## src/rtl/aer_pkg.sv

```systemverilog
// Shared constants for the error capability and channel capability bank.
// Assumes a 32-bit AXI4-Lite register bus on the core clock.
package aer_pkg;
    localparam int          ADDR_W          = 12;
    localparam logic [11:0] OFS_CAPS_CTRL   = 12'h118;
    localparam logic [11:0] OFS_HDR_LOG0    = 12'h11C;
    localparam logic [11:0] OFS_HDR_LOG3    = 12'h128;
    localparam logic [11:0] OFS_CHAN_HDR    = 12'h140;
    localparam logic [11:0] OFS_CHAN_CAP1   = 12'h144;
    localparam logic [11:0] OFS_CHAN_CAP2   = 12'h148;
    localparam logic [11:0] OFS_ERR_EVENT   = 12'h130;

    localparam int          FEP_LSB         = 0;
    localparam int          GEN_CAP_BIT     = 5;
    localparam int          GEN_EN_BIT      = 6;
    localparam int          CHK_CAP_BIT     = 7;
    localparam int          CHK_EN_BIT      = 8;
    localparam logic [4:0]  FEP_RST         = 5'h00;
    localparam logic        GEN_CAP_RST     = 1'b1;
    localparam logic        CHK_CAP_RST     = 1'b1;

    localparam logic [15:0] CHAN_CAP_ID     = 16'h0002;
    localparam logic [3:0]  CHAN_CAP_VER    = 4'h1;
    localparam logic [11:0] CHAN_NEXT_PTR   = 12'h20C;

    localparam logic [1:0]  EXT_CNT_HI_RST  = 2'h0;
    localparam logic [2:0]  LOW_GRP_RST     = 3'h0;
    localparam logic [1:0]  REF_CLK_100NS   = 2'h0;
    localparam logic [1:0]  ARB_ENTRY_4BIT  = 2'h2;
    localparam logic [7:0]  ARB_CAP_ON      = 8'h03;
    localparam logic [7:0]  ARB_CAP_OFF     = 8'h00;
    localparam logic [7:0]  ARB_TBL_ON      = 8'h03;
    localparam logic [7:0]  ARB_TBL_OFF     = 8'h00;

    localparam logic [1:0]  RESP_OKAY       = 2'h0;
    localparam logic [1:0]  RESP_SLVERR     = 2'h2;
endpackage : aer_pkg

```

## src/rtl/aer_cfg_if.sv

```systemverilog
// Write strobe bundle from the bus slave to the register store.
// Assumes one clock domain.
`timescale 1ns/1ns
`default_nettype none
interface aer_cfg_if;
    logic        wr;
    logic [11:0] addr;
    logic [31:0] data;
    logic [3:0]  strb;
    modport src (output wr, addr, data, strb);
    modport dst (input wr, addr, data, strb);
endinterface : aer_cfg_if
`default_nettype wire

```

## src/rtl/aer_hdr_log.sv

```systemverilog
// Header log capture: first error pointer and four header doublewords.
// Assumes error events arrive as one-cycle pulses with full header.
`timescale 1ns/1ns
`default_nettype none
module aer_hdr_log
    import aer_pkg::*;
(
    input  wire logic         clk_i,
    input  wire logic         rst_n_i,
    input  wire logic         err_i,
    input  wire logic         err_masked_i,
    input  wire logic [4:0]   err_bit_i,
    input  wire logic [127:0] err_hdr_i,
    input  wire logic         rearm_i,
    output logic              armed_o,
    output logic [4:0]        fep_o,
    output logic [127:0]      log_o
);
    // Only the first unmasked error is kept until software rearms
    wire take = err_i && !err_masked_i && armed_o;

    always_ff @(posedge clk_i or negedge rst_n_i) begin
        if (!rst_n_i) begin
            fep_o <= FEP_RST;
            log_o <= '0;
        end else if (take) begin
            fep_o <= err_bit_i;
            log_o <= err_hdr_i;
        end
    end

    // Capture wins over a rearm in the same cycle
    always_ff @(posedge clk_i or negedge rst_n_i) begin
        if (!rst_n_i) begin
            armed_o <= 1'b1;
        end else if (take) begin
            armed_o <= 1'b0;
        end else if (rearm_i) begin
            armed_o <= 1'b1;
        end
    end
endmodule : aer_hdr_log
`default_nettype wire

```

## src/rtl/aer_regs.sv

```systemverilog
// Sticky enables and channel count fields written by software or autoload.
// Assumes sticky reset is separate from the ordinary bus reset.
`timescale 1ns/1ns
`default_nettype none
module aer_regs
    import aer_pkg::*;
(
    input  wire logic   clk_i,
    input  wire logic   rst_n_i,
    input  wire logic   strap_i,
    input  wire logic   load_i,
    input  wire logic [2:0] load_ext_i,
    input  wire logic [2:0] load_low_i,
    aer_cfg_if.dst      cfg,
    output logic        gen_en_o,
    output logic        chk_en_o,
    output logic [2:0]  ext_cnt_o,
    output logic [2:0]  low_cnt_o
);
    logic strap_seen;

    always_ff @(posedge clk_i or negedge rst_n_i) begin
        if (!rst_n_i) begin
            gen_en_o <= 1'b0;
            chk_en_o <= 1'b0;
        end else if (cfg.wr && cfg.addr == OFS_CAPS_CTRL) begin
            if (cfg.strb[0]) gen_en_o <= cfg.data[GEN_EN_BIT];
            if (cfg.strb[1]) chk_en_o <= cfg.data[CHK_EN_BIT];
        end
    end

    // Strap is caught on the first clock after reset release
    always_ff @(posedge clk_i or negedge rst_n_i) begin
        if (!rst_n_i) begin
            strap_seen <= 1'b0;
            ext_cnt_o  <= '0;
            low_cnt_o  <= LOW_GRP_RST;
        end else if (!strap_seen) begin
            strap_seen <= 1'b1;
            ext_cnt_o  <= {EXT_CNT_HI_RST, strap_i};
        end else if (load_i) begin
            ext_cnt_o  <= load_ext_i;
            low_cnt_o  <= load_low_i;
        end
    end
endmodule : aer_regs
`default_nettype wire

```

## src/rtl/aer_vc_cap_regs.sv

```systemverilog
// Function
// - First error pointer, sticky read-only, records first uncorrectable bit.
// - Bit 5 reads one: end-to-end CRC generation capable.
// - Bit 6 sticky writable CRC generation enable, resets zero.
// - Bit 7 reads one: end-to-end CRC check capable.
// - Bit 8 sticky writable CRC check enable, resets zero.
// - Header log holds four sticky read-only doublewords.
// - Header bytes big-endian, first byte in most significant byte.
// - Channel capability header id reads 0002h in bits 15:0.
// - Channel capability header version reads 1h in bits 19:16.
// - Next capability pointer reads 20Ch in bits 31:20.
// - Channel count: upper bits zero, bit 0 from strap; autoload overrides.
// - Low-priority group count in bits 6:4, resets zero, autoload overrides.
// - Reference clock field 9:8 reads 00b, 100 ns.
// - Bits 11:10 read 10b, four-bit arbitration table entries.
// - Arbitration capability 03h when count bit 0 set, else 00h.
// - Arbitration table offset 03h when count bit 0 set, else 00h.
// - Masked error neither logs header nor reports upstream.
//
// Top: AXI4-Lite slave over the error and channel capability words.
// Assumes the sticky reset comes from the power-on domain.
//
// The AXI4-Lite interface to the registers is this design's own decision.
`timescale 1ns/1ns
`default_nettype none
module aer_vc_cap_regs
    import aer_pkg::*;
(
    input  wire logic         SYS_CLK_I,
    input  wire logic         RST_N_I,
    input  wire logic         S_AXI_AWVALID_I,
    output logic              S_AXI_AWREADY_O,
    input  wire logic [11:0]  S_AXI_AWADDR_I,
    input  wire logic         S_AXI_WVALID_I,
    output logic              S_AXI_WREADY_O,
    input  wire logic [31:0]  S_AXI_WDATA_I,
    input  wire logic [3:0]   S_AXI_WSTRB_I,
    output logic              S_AXI_BVALID_O,
    input  wire logic         S_AXI_BREADY_I,
    output logic [1:0]        S_AXI_BRESP_O,
    input  wire logic         S_AXI_ARVALID_I,
    output logic              S_AXI_ARREADY_O,
    input  wire logic [11:0]  S_AXI_ARADDR_I,
    output logic              S_AXI_RVALID_O,
    input  wire logic         S_AXI_RREADY_I,
    output logic [31:0]       S_AXI_RDATA_O,
    output logic [1:0]        S_AXI_RRESP_O,
    input  wire logic         SECOND_CHANNEL_STRAP_I,
    input  wire logic         AUTOLOAD_I,
    input  wire logic [2:0]   AUTOLOAD_EXT_CNT_I,
    input  wire logic [2:0]   AUTOLOAD_LOW_CNT_I,
    input  wire logic         ERR_EVENT_I,
    input  wire logic         ERR_MASKED_I,
    input  wire logic [4:0]   ERR_BIT_I,
    input  wire logic [127:0] ERR_HDR_I,
    output logic              ERR_MSG_O,
    output logic              CRC_GEN_EN_O,
    output logic              CRC_CHK_EN_O
);
    aer_cfg_if cfg ();

    logic [11:0]  aw_addr;
    logic [31:0]  w_data;
    logic [3:0]   w_strb;
    logic         aw_held;
    logic         w_held;
    logic         gen_en;
    logic         chk_en;
    logic [2:0]   ext_cnt;
    logic [2:0]   low_cnt;
    logic         armed;
    logic [4:0]   fep;
    logic [127:0] hdr_log;
    logic [31:0]  next_rdata;
    logic         next_rerr;
    logic [31:0]  log_word [4];

    function automatic logic known(input logic [11:0] a);
        known = (a[1:0] == 2'h0) &&
                (a == OFS_CAPS_CTRL || a == OFS_CHAN_HDR ||
                 a == OFS_CHAN_CAP1 || a == OFS_CHAN_CAP2 ||
                 a == OFS_ERR_EVENT ||
                 (a >= OFS_HDR_LOG0 && a <= OFS_HDR_LOG3));
    endfunction : known

    // Both arbitration fields vanish when bit 0 of the channel count is clear
    function automatic logic [7:0] arb_field(input logic       on,
                                             input logic [7:0] yes,
                                             input logic [7:0] no);
        arb_field = on ? yes : no;
    endfunction : arb_field

    wire wr_go = aw_held && w_held && !S_AXI_BVALID_O;
    wire aw_take = S_AXI_AWVALID_I && S_AXI_AWREADY_O;
    wire w_take  = S_AXI_WVALID_I && S_AXI_WREADY_O;
    wire ar_take = S_AXI_ARVALID_I && S_AXI_ARREADY_O;
    // Writing one to bit 0 of the event word rearms the header log
    wire rearm   = cfg.wr && aw_addr == OFS_ERR_EVENT &&
                   w_strb[0] && w_data[0];

    assign cfg.wr   = wr_go && known(aw_addr);
    assign cfg.addr = aw_addr;
    assign cfg.data = w_data;
    assign cfg.strb = w_strb;

    // Address and data are taken in either order, one write at a time
    always_ff @(posedge SYS_CLK_I or negedge RST_N_I) begin
        if (!RST_N_I) begin
            aw_held <= 1'b0;
        end else if (aw_take) begin
            aw_held <= 1'b1;
        end else if (wr_go) begin
            aw_held <= 1'b0;
        end
    end

    always_ff @(posedge SYS_CLK_I or negedge RST_N_I) begin
        if (!RST_N_I) begin
            aw_addr <= '0;
        end else if (aw_take) begin
            aw_addr <= S_AXI_AWADDR_I;
        end
    end

    always_ff @(posedge SYS_CLK_I or negedge RST_N_I) begin
        if (!RST_N_I) begin
            w_held <= 1'b0;
        end else if (w_take) begin
            w_held <= 1'b1;
        end else if (wr_go) begin
            w_held <= 1'b0;
        end
    end

    always_ff @(posedge SYS_CLK_I or negedge RST_N_I) begin
        if (!RST_N_I) begin
            w_data <= '0;
            w_strb <= '0;
        end else if (w_take) begin
            w_data <= S_AXI_WDATA_I;
            w_strb <= S_AXI_WSTRB_I;
        end
    end

    // Ready pulses every other idle cycle, so each pulse takes one item
    always_ff @(posedge SYS_CLK_I or negedge RST_N_I) begin
        if (!RST_N_I) begin
            S_AXI_AWREADY_O <= 1'b0;
        end else begin
            S_AXI_AWREADY_O <= !aw_held && !S_AXI_AWREADY_O &&
                               !S_AXI_BVALID_O;
        end
    end

    always_ff @(posedge SYS_CLK_I or negedge RST_N_I) begin
        if (!RST_N_I) begin
            S_AXI_WREADY_O <= 1'b0;
        end else begin
            S_AXI_WREADY_O <= !w_held && !S_AXI_WREADY_O &&
                              !S_AXI_BVALID_O;
        end
    end

    // Unmapped writes still complete, with an error answer
    always_ff @(posedge SYS_CLK_I or negedge RST_N_I) begin
        if (!RST_N_I) begin
            S_AXI_BVALID_O <= 1'b0;
        end else if (wr_go) begin
            S_AXI_BVALID_O <= 1'b1;
        end else if (S_AXI_BREADY_I) begin
            S_AXI_BVALID_O <= 1'b0;
        end
    end

    // Code stands with the answer and only moves on the next write
    always_ff @(posedge SYS_CLK_I or negedge RST_N_I) begin
        if (!RST_N_I) begin
            S_AXI_BRESP_O <= RESP_OKAY;
        end else if (wr_go) begin
            S_AXI_BRESP_O <= known(aw_addr) ? RESP_OKAY
                                            : RESP_SLVERR;
        end
    end

    aer_regs u_regs (
        .clk_i      (SYS_CLK_I),
        .rst_n_i    (RST_N_I),
        .strap_i    (SECOND_CHANNEL_STRAP_I),
        .load_i     (AUTOLOAD_I),
        .load_ext_i (AUTOLOAD_EXT_CNT_I),
        .load_low_i (AUTOLOAD_LOW_CNT_I),
        .cfg        (cfg),
        .gen_en_o   (gen_en),
        .chk_en_o   (chk_en),
        .ext_cnt_o  (ext_cnt),
        .low_cnt_o  (low_cnt)
    );

    aer_hdr_log u_log (
        .clk_i        (SYS_CLK_I),
        .rst_n_i      (RST_N_I),
        .err_i        (ERR_EVENT_I),
        .err_masked_i (ERR_MASKED_I),
        .err_bit_i    (ERR_BIT_I),
        .err_hdr_i    (ERR_HDR_I),
        .rearm_i      (rearm),
        .armed_o      (armed),
        .fep_o        (fep),
        .log_o        (hdr_log)
    );

    // Message follows an unmasked event by one clock
    always_ff @(posedge SYS_CLK_I or negedge RST_N_I) begin
        if (!RST_N_I) begin
            ERR_MSG_O <= 1'b0;
        end else begin
            ERR_MSG_O <= ERR_EVENT_I && !ERR_MASKED_I;
        end
    end

    // Enables reach the pins one clock after the register
    always_ff @(posedge SYS_CLK_I or negedge RST_N_I) begin
        if (!RST_N_I) begin
            CRC_GEN_EN_O <= 1'b0;
            CRC_CHK_EN_O <= 1'b0;
        end else begin
            CRC_GEN_EN_O <= gen_en;
            CRC_CHK_EN_O <= chk_en;
        end
    end

    // Header dwords in bus order; first header byte sits in the top byte
    generate
        for (genvar i = 0; i < 4; i++) begin : g_log_word
            assign log_word[i] = hdr_log[127 - 32 * i -: 32];
        end
    endgenerate

    // Read mux; every bit not named stays zero
    always_comb begin
        next_rdata = '0;
        next_rerr  = 1'b0;
        case (S_AXI_ARADDR_I)
            OFS_CAPS_CTRL: begin
                next_rdata[FEP_LSB +: 5]  = fep;
                next_rdata[GEN_CAP_BIT]   = GEN_CAP_RST;
                next_rdata[GEN_EN_BIT]    = gen_en;
                next_rdata[CHK_CAP_BIT]   = CHK_CAP_RST;
                next_rdata[CHK_EN_BIT]    = chk_en;
            end
            OFS_HDR_LOG0:
                next_rdata = log_word[0];
            OFS_HDR_LOG0 + 12'h004:
                next_rdata = log_word[1];
            OFS_HDR_LOG0 + 12'h008:
                next_rdata = log_word[2];
            OFS_HDR_LOG3:
                next_rdata = log_word[3];
            OFS_ERR_EVENT:
                next_rdata[0] = armed;
            OFS_CHAN_HDR:
                next_rdata = {CHAN_NEXT_PTR, CHAN_CAP_VER,
                              CHAN_CAP_ID};
            OFS_CHAN_CAP1: begin
                next_rdata[2:0]   = ext_cnt;
                next_rdata[6:4]   = low_cnt;
                next_rdata[9:8]   = REF_CLK_100NS;
                next_rdata[11:10] = ARB_ENTRY_4BIT;
            end
            OFS_CHAN_CAP2: begin
                next_rdata[7:0]   = arb_field(ext_cnt[0], ARB_CAP_ON,
                                              ARB_CAP_OFF);
                next_rdata[31:24] = arb_field(ext_cnt[0], ARB_TBL_ON,
                                              ARB_TBL_OFF);
            end
            default:
                next_rerr = 1'b1;
        endcase
    end

    // Single-entry read path; address offered only while no answer waits
    always_ff @(posedge SYS_CLK_I or negedge RST_N_I) begin
        if (!RST_N_I) begin
            S_AXI_ARREADY_O <= 1'b0;
        end else if (ar_take || S_AXI_RVALID_O) begin
            S_AXI_ARREADY_O <= 1'b0;
        end else begin
            S_AXI_ARREADY_O <= S_AXI_ARVALID_I && !S_AXI_ARREADY_O;
        end
    end

    // Answer shows the cycle after the address is taken
    always_ff @(posedge SYS_CLK_I or negedge RST_N_I) begin
        if (!RST_N_I) begin
            S_AXI_RVALID_O <= 1'b0;
        end else if (ar_take) begin
            S_AXI_RVALID_O <= 1'b1;
        end else if (S_AXI_RREADY_I) begin
            S_AXI_RVALID_O <= 1'b0;
        end
    end

    // Data and code hold until the next address is taken
    always_ff @(posedge SYS_CLK_I or negedge RST_N_I) begin
        if (!RST_N_I) begin
            S_AXI_RDATA_O <= '0;
            S_AXI_RRESP_O <= RESP_OKAY;
        end else if (ar_take) begin
            S_AXI_RDATA_O <= next_rdata;
            S_AXI_RRESP_O <= next_rerr ? RESP_SLVERR : RESP_OKAY;
        end
    end
endmodule : aer_vc_cap_regs
`default_nettype wire

```

## config.mk

```make
export PLATFORM = sky130hd
export DESIGN_NAME = aer_vc_cap_regs
export DESIGN_NICKNAME = d
export VERILOG_FILES = /design/src/rtl/aer_pkg.sv /design/src/rtl/aer_cfg_if.sv /design/src/rtl/aer_hdr_log.sv /design/src/rtl/aer_regs.sv /design/src/rtl/aer_vc_cap_regs.sv
export SDC_FILE = /design/constraint.sdc
export NUM_CORES = 1
export LEC_CHECK = 0
export ABC_AREA = 1
export BUFFER_PORTS_ARGS = -buffer_cell sky130_fd_sc_hd__buf_2
export CAP_MARGIN = 25
export CORE_MARGIN = 2
export CORE_UTILIZATION = 50
export CTS_BUF_LIST = sky130_fd_sc_hd__clkbuf_4 sky130_fd_sc_hd__clkbuf_8 sky130_fd_sc_hd__clkbuf_16
export CTS_CLUSTER_DIAMETER = 150
export DETAILED_ROUTE_END_ITERATION = 8
export PLACE_DENSITY = 0.77
export SYNTH_ARGS = -nofsm -noshare
export SYNTH_HDL_FRONTEND = slang
export SYNTH_SLANG_ARGS = --single-unit
export TNS_END_PERCENT = 1
```

## constraint.sdc

```tcl
create_clock -name SYS_CLK_I -period 1.8 [get_ports SYS_CLK_I]
set_clock_uncertainty 0.15 [all_clocks]
set_input_delay 0.36 -clock SYS_CLK_I [delete_from_list [all_inputs] [get_ports SYS_CLK_I]]
set_output_delay 0.36 -clock SYS_CLK_I [all_outputs]
set_load 0.01 [all_outputs]
```

# Word-level counts from Yosys, hierarchy flattened
# Index checks and enable logic that the tools add are counted.
# W data, S select, Z words.
[totals]
latch_bits = 0
out_inout_bits = 44
memories = 0
regBits = 212
input_bits = 210
mem_bits_ro = 0
ramBits = 0
[op_classes]
n_lt_le_gt_ge = 2
n_eq_ne = 15
mux = 24
div_mod_pow = 0
n_reduce_logical = 42
n_addsub = 0
shifts = 0
n_bitwise = 0
n_mul = 0
[op_table]
columns = ["operator", "n"]
rows = [
  ["$eq A12 B9 Y1 const B", 14],
  ["$pmux W12 S5", 1],
  ["$pmux W8 S6", 1],
  ["$pmux W3 S7", 1],
  ["$logic_and A1 B1 Y1", 19],
  ["$pmux W2 S8", 1],
  ["$pmux W3 S5", 1],
  ["$ge A12 B9 Y1 const B", 1],
  ["$le A12 B9 Y1 const B", 1],
  ["$pmux W1 S6", 2],
  ["$mux W1", 10],
  ["$reduce_bool A2 Y1", 5],
  ["$reduce_or A9 Y1", 1],
  ["$pmux W1 S8", 1],
  ["$logic_not A1 Y1", 7],
  ["$logic_or A1 B1 Y1", 6],
  ["$mux W2", 3],
  ["$mux W3", 2],
  ["$reduce_and A2 Y1", 3],
  ["$pmux W1 S5", 1],
  ["$logic_not A2 Y1", 1],
  ["$ne A2 B2 Y1 const B", 1],
]

# Logic depth before layout (Yosys ltp)
[logic_depth]
depth_word = 13
depth_mapped = 13
depth_no_buf = 13

# By module
# Synthesis repeated with hierarchy kept, for this count alone.
[unflattened]
hier_cells = 1265
hier_area_um2 = 10901.7
[modules_own_cells]
columns = ["mod", "instances", "area_each_um2", "seq_area_each_um2", "cells_per_inst"]
rows = [
  ["aer_hdr_log", 1, 5495.3, 3354.5, 595],
  ["aer_vc_cap_regs", 1, 4956.0, 2302.2, 612],
  ["aer_regs", 1, 450.4, 225.2, 58],
]

# Least setup slack after synthesis
# No wires, ideal clock.
[synth_path]
path_type = "input-to-reg"
startpoint = "input port S_AXI_ARADDR_I[11]"
endpoint = "register S_AXI_RDATA_O[16]"
arrival_time_ns = 1.387
required_time_ns = 1.584
n_path_buf = 1
path_stages = 12
setup_slack_ns = 0.197
cell_sequence = "nor2_1 -> nand3_2 -> inv_2 -> nand2_4 -> nor2_4 -> buf_4 -> nand2_1 -> nand2_1 -> nor2_1 -> nand2_1 -> nand2_1 -> nand2_1"
[synth_between]
elab_chain_cells = 2
word_cells_on_any_way = 6
[synth_rtl]
columns = ["item", "line_no", "rtl"]
rows = [
  ["start, declared", "aer_vc_cap_regs.sv:43", "input wire logic [11:0] S_AXI_ARADDR_I,"],
  ["$eq A12 B9 Y1", "aer_vc_cap_regs.sv:243", "case (S_AXI_ARADDR_I)"],
  ["$pmux W12 S5 *", "aer_vc_cap_regs.sv:243", ""],
  ["end signal, assigned", "aer_vc_cap_regs.sv:309", "S_AXI_RDATA_O <= next_rdata;"],
  ["end, declared", "aer_vc_cap_regs.sv:46", "output logic [31:0] S_AXI_RDATA_O,"],
]
# Mark *: on every way between the ends. The rest lies on a longest branch, timed or not.
# A chain may end at the register's enable or synchronous reset.

# Worst setup path after layout
[layout_path]
startpoint = "register aw_addr[11]"
endpoint = "register u_regs.gen_en_o"
[layout_between]
elab_chain_cells = 10
word_cells_on_any_way = 17
[layout_rtl]
columns = ["item", "line_no", "rtl"]
rows = [
  ["start, declared", "aer_vc_cap_regs.sv:62", "logic [11:0] aw_addr;"],
  ["start signal, assigned", "aer_vc_cap_regs.sv:119", "aw_addr <= '0;"],
  ["start signal, assigned", "aer_vc_cap_regs.sv:121", "aw_addr <= S_AXI_AWADDR_I;"],
  ["branches (longest 8 deep; another with $ge A12 B9 Y1)", "-", ""],
  ["$logic_and A1 B1 Y1 *", "aer_regs.sv:26", "end else if (cfg.wr && cfg.addr == OFS_CAPS_CTRL) begin"],
  ["$reduce_and A2 Y1 (no line) *", "-", ""],
  ["end signal, assigned", "aer_regs.sv:27", "if (cfg.strb[0]) gen_en_o <= cfg.data[GEN_EN_BIT];"],
  ["end, declared", "aer_regs.sv:15", "output logic gen_en_o,"],
]
# Mark *: on every way between the ends.

==> impl_metrics.env <==
export IMPL_synth_top_area_share=0.560
export IMPL_whs_ns=0.0499
export IMPL_post_route_period_util=0.966
export IMPL_ys_seq_area_frac=0.563
export IMPL_drive_gt1_frac=0.236
export IMPL_reg2reg_slack_ns=0.06
export IMPL_grt_pass1_wl_um=49800
export IMPL_reg2reg_to="u_regs.gen_en_o$_DFFE_PN0P_"
export IMPL_routed_top_layer="met5"
export IMPL_setup_viol=0
export IMPL_clock_path_buffers=3
export IMPL_wl_met3_um=2550
export IMPL_synth_distinct_cells=31
export IMPL_cp_arrival_ns=2.01
export IMPL_clk_pin_slew_worst_paths_ns=0.06
export IMPL_hold_path_class="in2reg"
export IMPL_rows=49
export IMPL_min_period_ns=1.74
export IMPL_slew_violations=0
export IMPL_layout_common_cells="611 x nand2_1, 219 x buf_2, 203 x dfrtp_1"
export IMPL_crit_required_ns=2.07
export IMPL_synth_edf_count=0
export IMPL_die_y_um=139
export IMPL_yosys_warnings=0
export IMPL_hold_violations=0
export IMPL_max_freq_mhz=575
export IMPL_cts_root_buf="clkbuf_16"
export IMPL_postSynthCellCount=1135
export IMPL_met1_length_um=12200
export IMPL_clk_latency_ns=0.49
export IMPL_io_buffers=220
export IMPL_worst_path_max_delay_cell="dfrtp_1"
export IMPL_finalNetCount=1769
export IMPL_synth_area_leaders="dfrtp_1 56%, nand2_1 25%, inv_1 2.2%"
export IMPL_first_global_vias=9851
export IMPL_ant_nets=0
export IMPL_synth_largest_area_cell="dfrtp_1"
export IMPL_rsz0062_at_grt="no"
export IMPL_tns_ns=0
export IMPL_start_util=0.507
export IMPL_io_pins=254
export IMPL_firstDrtPassIters=6
export IMPL_r2r_cells=9
export IMPL_wl_per_cell_um=17.0
export IMPL_cp_start_kind="register"
export IMPL_drt_iter0_markers=959
export IMPL_p_leak_uw=0.00721
export IMPL_crit_end="u_regs.gen_en_o$_DFFE_PN0P_"
export IMPL_path_cells="nor2_2 -> nand3_2 -> nor2_1 -> nor2_1 -> nand3_1 -> nand4_1 -> nand2_1 -> inv_1 -> nor2_1"
export IMPL_ys_ff_latch=204
export IMPL_grt_antenna_before_repair=3
export IMPL_synthToLayoutAreaGrowth_pct=46.2
export IMPL_dieArea_um2=19200
export IMPL_cts_tree="yes"
export IMPL_grt_ovfl_total=0
export IMPL_grt_max_degree=59
export IMPL_end_kind="register"
export IMPL_drt_total_wl_um=30600
export IMPL_synth_avg_cell_area_um2=7.99
export IMPL_cpMostUsedCell="nor2_1"
export IMPL_finalWeightedCongestion=0.893
export IMPL_drc=0
export IMPL_vias=9408
export IMPL_vdd_ir_drop_max_v=0.000898
export IMPL_core_um2=17900
export IMPL_async_reset_ff_frac=1.00
export IMPL_vias_per_cell=5.21
export IMPL_synth_ff_type="dfrtp_1"
export IMPL_cellPowerDensity_nw_per_um2=1160
export IMPL_crit_fanout=4
export IMPL_critPathKind="reg2reg"
export IMPL_outcome="finished clean"
export IMPL_htreeDepth=1
export IMPL_track_usage=0.320
export IMPL_maxCapViolations=0
export IMPL_dp_hpwl_um=18500
export IMPL_critPathMaxStageDelay_ns=0.41
export IMPL_route_met2_wl_um=14300
export IMPL_power_uw=15300
export IMPL_startpoint="aw_addr[11]$_DFFE_PN0P_"
export IMPL_cts_setup_buffers=0
export IMPL_r2r_start="aw_addr[11]$_DFFE_PN0P_"
export IMPL_cts_buffers=23
export IMPL_cts_sinks=204
export IMPL_fp_dieW_um=139
export IMPL_final_common_cell="nand2_1"
export IMPL_syn_area_um2=9070
[critical path, delay by kind of cell (launching register included)]
family,cells,cell delay (ns)
simple gates,8,1.07
buf+inv,1,0.04
flops,1,0.41
[report_power, final]
part           leakage (uW)  total, uW  internal (uW)  switching (uW)
Clock              0.000383       4620           2790            1830
Combinational       0.00426       3140           1430            1710
Sequential          0.00257       7560           6410            1150
Total               0.00721      15300          10600            4690
[cells by family (layout without fill, tap and decap cells)]
| family | after synthesis | after routing | synth area share |
|---|---|---|---|
| AND/OR/NAND/NOR | 748 | 748 | 0.336 |
| buffers and inverters | 107 | 545 | 0.0509 |
| other | 2 | 6 | 0.000828 |
| AO/OA/AOI/OAI | 63 | 63 | 0.0352 |
| flip-flops | 204 | 204 | 0.563 |
| multiplexers | 11 | 11 | 0.0137 |
[synth_stat cells (5+ instances only)]
library cell,n
nand4_1,18
a21oi_1,16
o21ai_1,9
mux2_2,11
nor3_1,9
nand2_2,5
clkbuf_1,19
o21ai_0,36
buf_4,9
buf_2,15
nand3_1,34
dfrtp_1,203
nor2_1,50
inv_2,8
inv_1,52
nand2_1,612
[worst min path at each step]
| stage | depth (start not counted) | endpoint | start | slack [ns] |
|---|---|---|---|---|
| after floorplan | 0 | CRC_CHK_EN_O$_DFF_PN0_ | RST_N_I | -0.09 |
| after detailed placement | 1 | u_log.log_o[40]$_DFFE_PN0P_ | RST_N_I | 0.17 |
| after global placement | 1 | u_log.log_o[40]$_DFFE_PN0P_ | RST_N_I | 0.17 |
| after CTS | 4 | u_regs.ext_cnt_o[2]$_DFFE_PN0P_ | AUTOLOAD_I | 0.05 |
| final | 4 | u_regs.ext_cnt_o[2]$_DFFE_PN0P_ | AUTOLOAD_I | 0.05 |
| after global routing | 4 | ERR_MSG_O$_DFF_PN0_ | ERR_EVENT_I | 0.08 |
[per-layer routing]
metal,up-vias,track usage
met5,-,0
met2,521,0.523
met1,4371,0.421
met3,148,0.0566
li1,4366,-
met4,2,0.146
[through the flow]
stage / util / setup WS, ns / area, um2 / std cells
4_1_cts: 0.739 / 0.0262 / 13200 / 1803
3_3_place_gp: 0.606 / -0.0718 / 10900 / 1601
2_1_floorplan: - / 0.197 / 9070 / 1136
5_1_grt: 0.740 / 0.00693 / 13300 / 1804
6_report: 0.741 / 0.0617 / 13300 / 1806
3_5_place_dp: 0.606 / -0.0995 / 10900 / 1601
[area by class of cell]
class	instances	area [um2]
sequential	204	5110
fill	1228	4640
multi-input combinational	825	3530
timing repair buffer	445	3350
clock buffer	38	738
tap	229	287
inverter	60	228
clock inverter	2	16.3
antenna	3	7.51
[timing repair]
item                                    CTS  global route
endpoints found under the setup margin    0            18
hold buffers                            162             0
gates resized for setup                   0             7
hold endpoints to repair                271             0
[sequential cells by signal (all words and copies together) (netlist names), 2 cells and up]
register / flops
S_AXI_RDATA_O: 32
aw_addr: 12
cfg.data: 3
cfg.strb: 2
u_log.fep_o: 5
u_log.log_o: 128
u_regs.ext_cnt_o: 3
u_regs.low_cnt_o: 3
No activity file was read; power rests on OpenSTA's default activity.
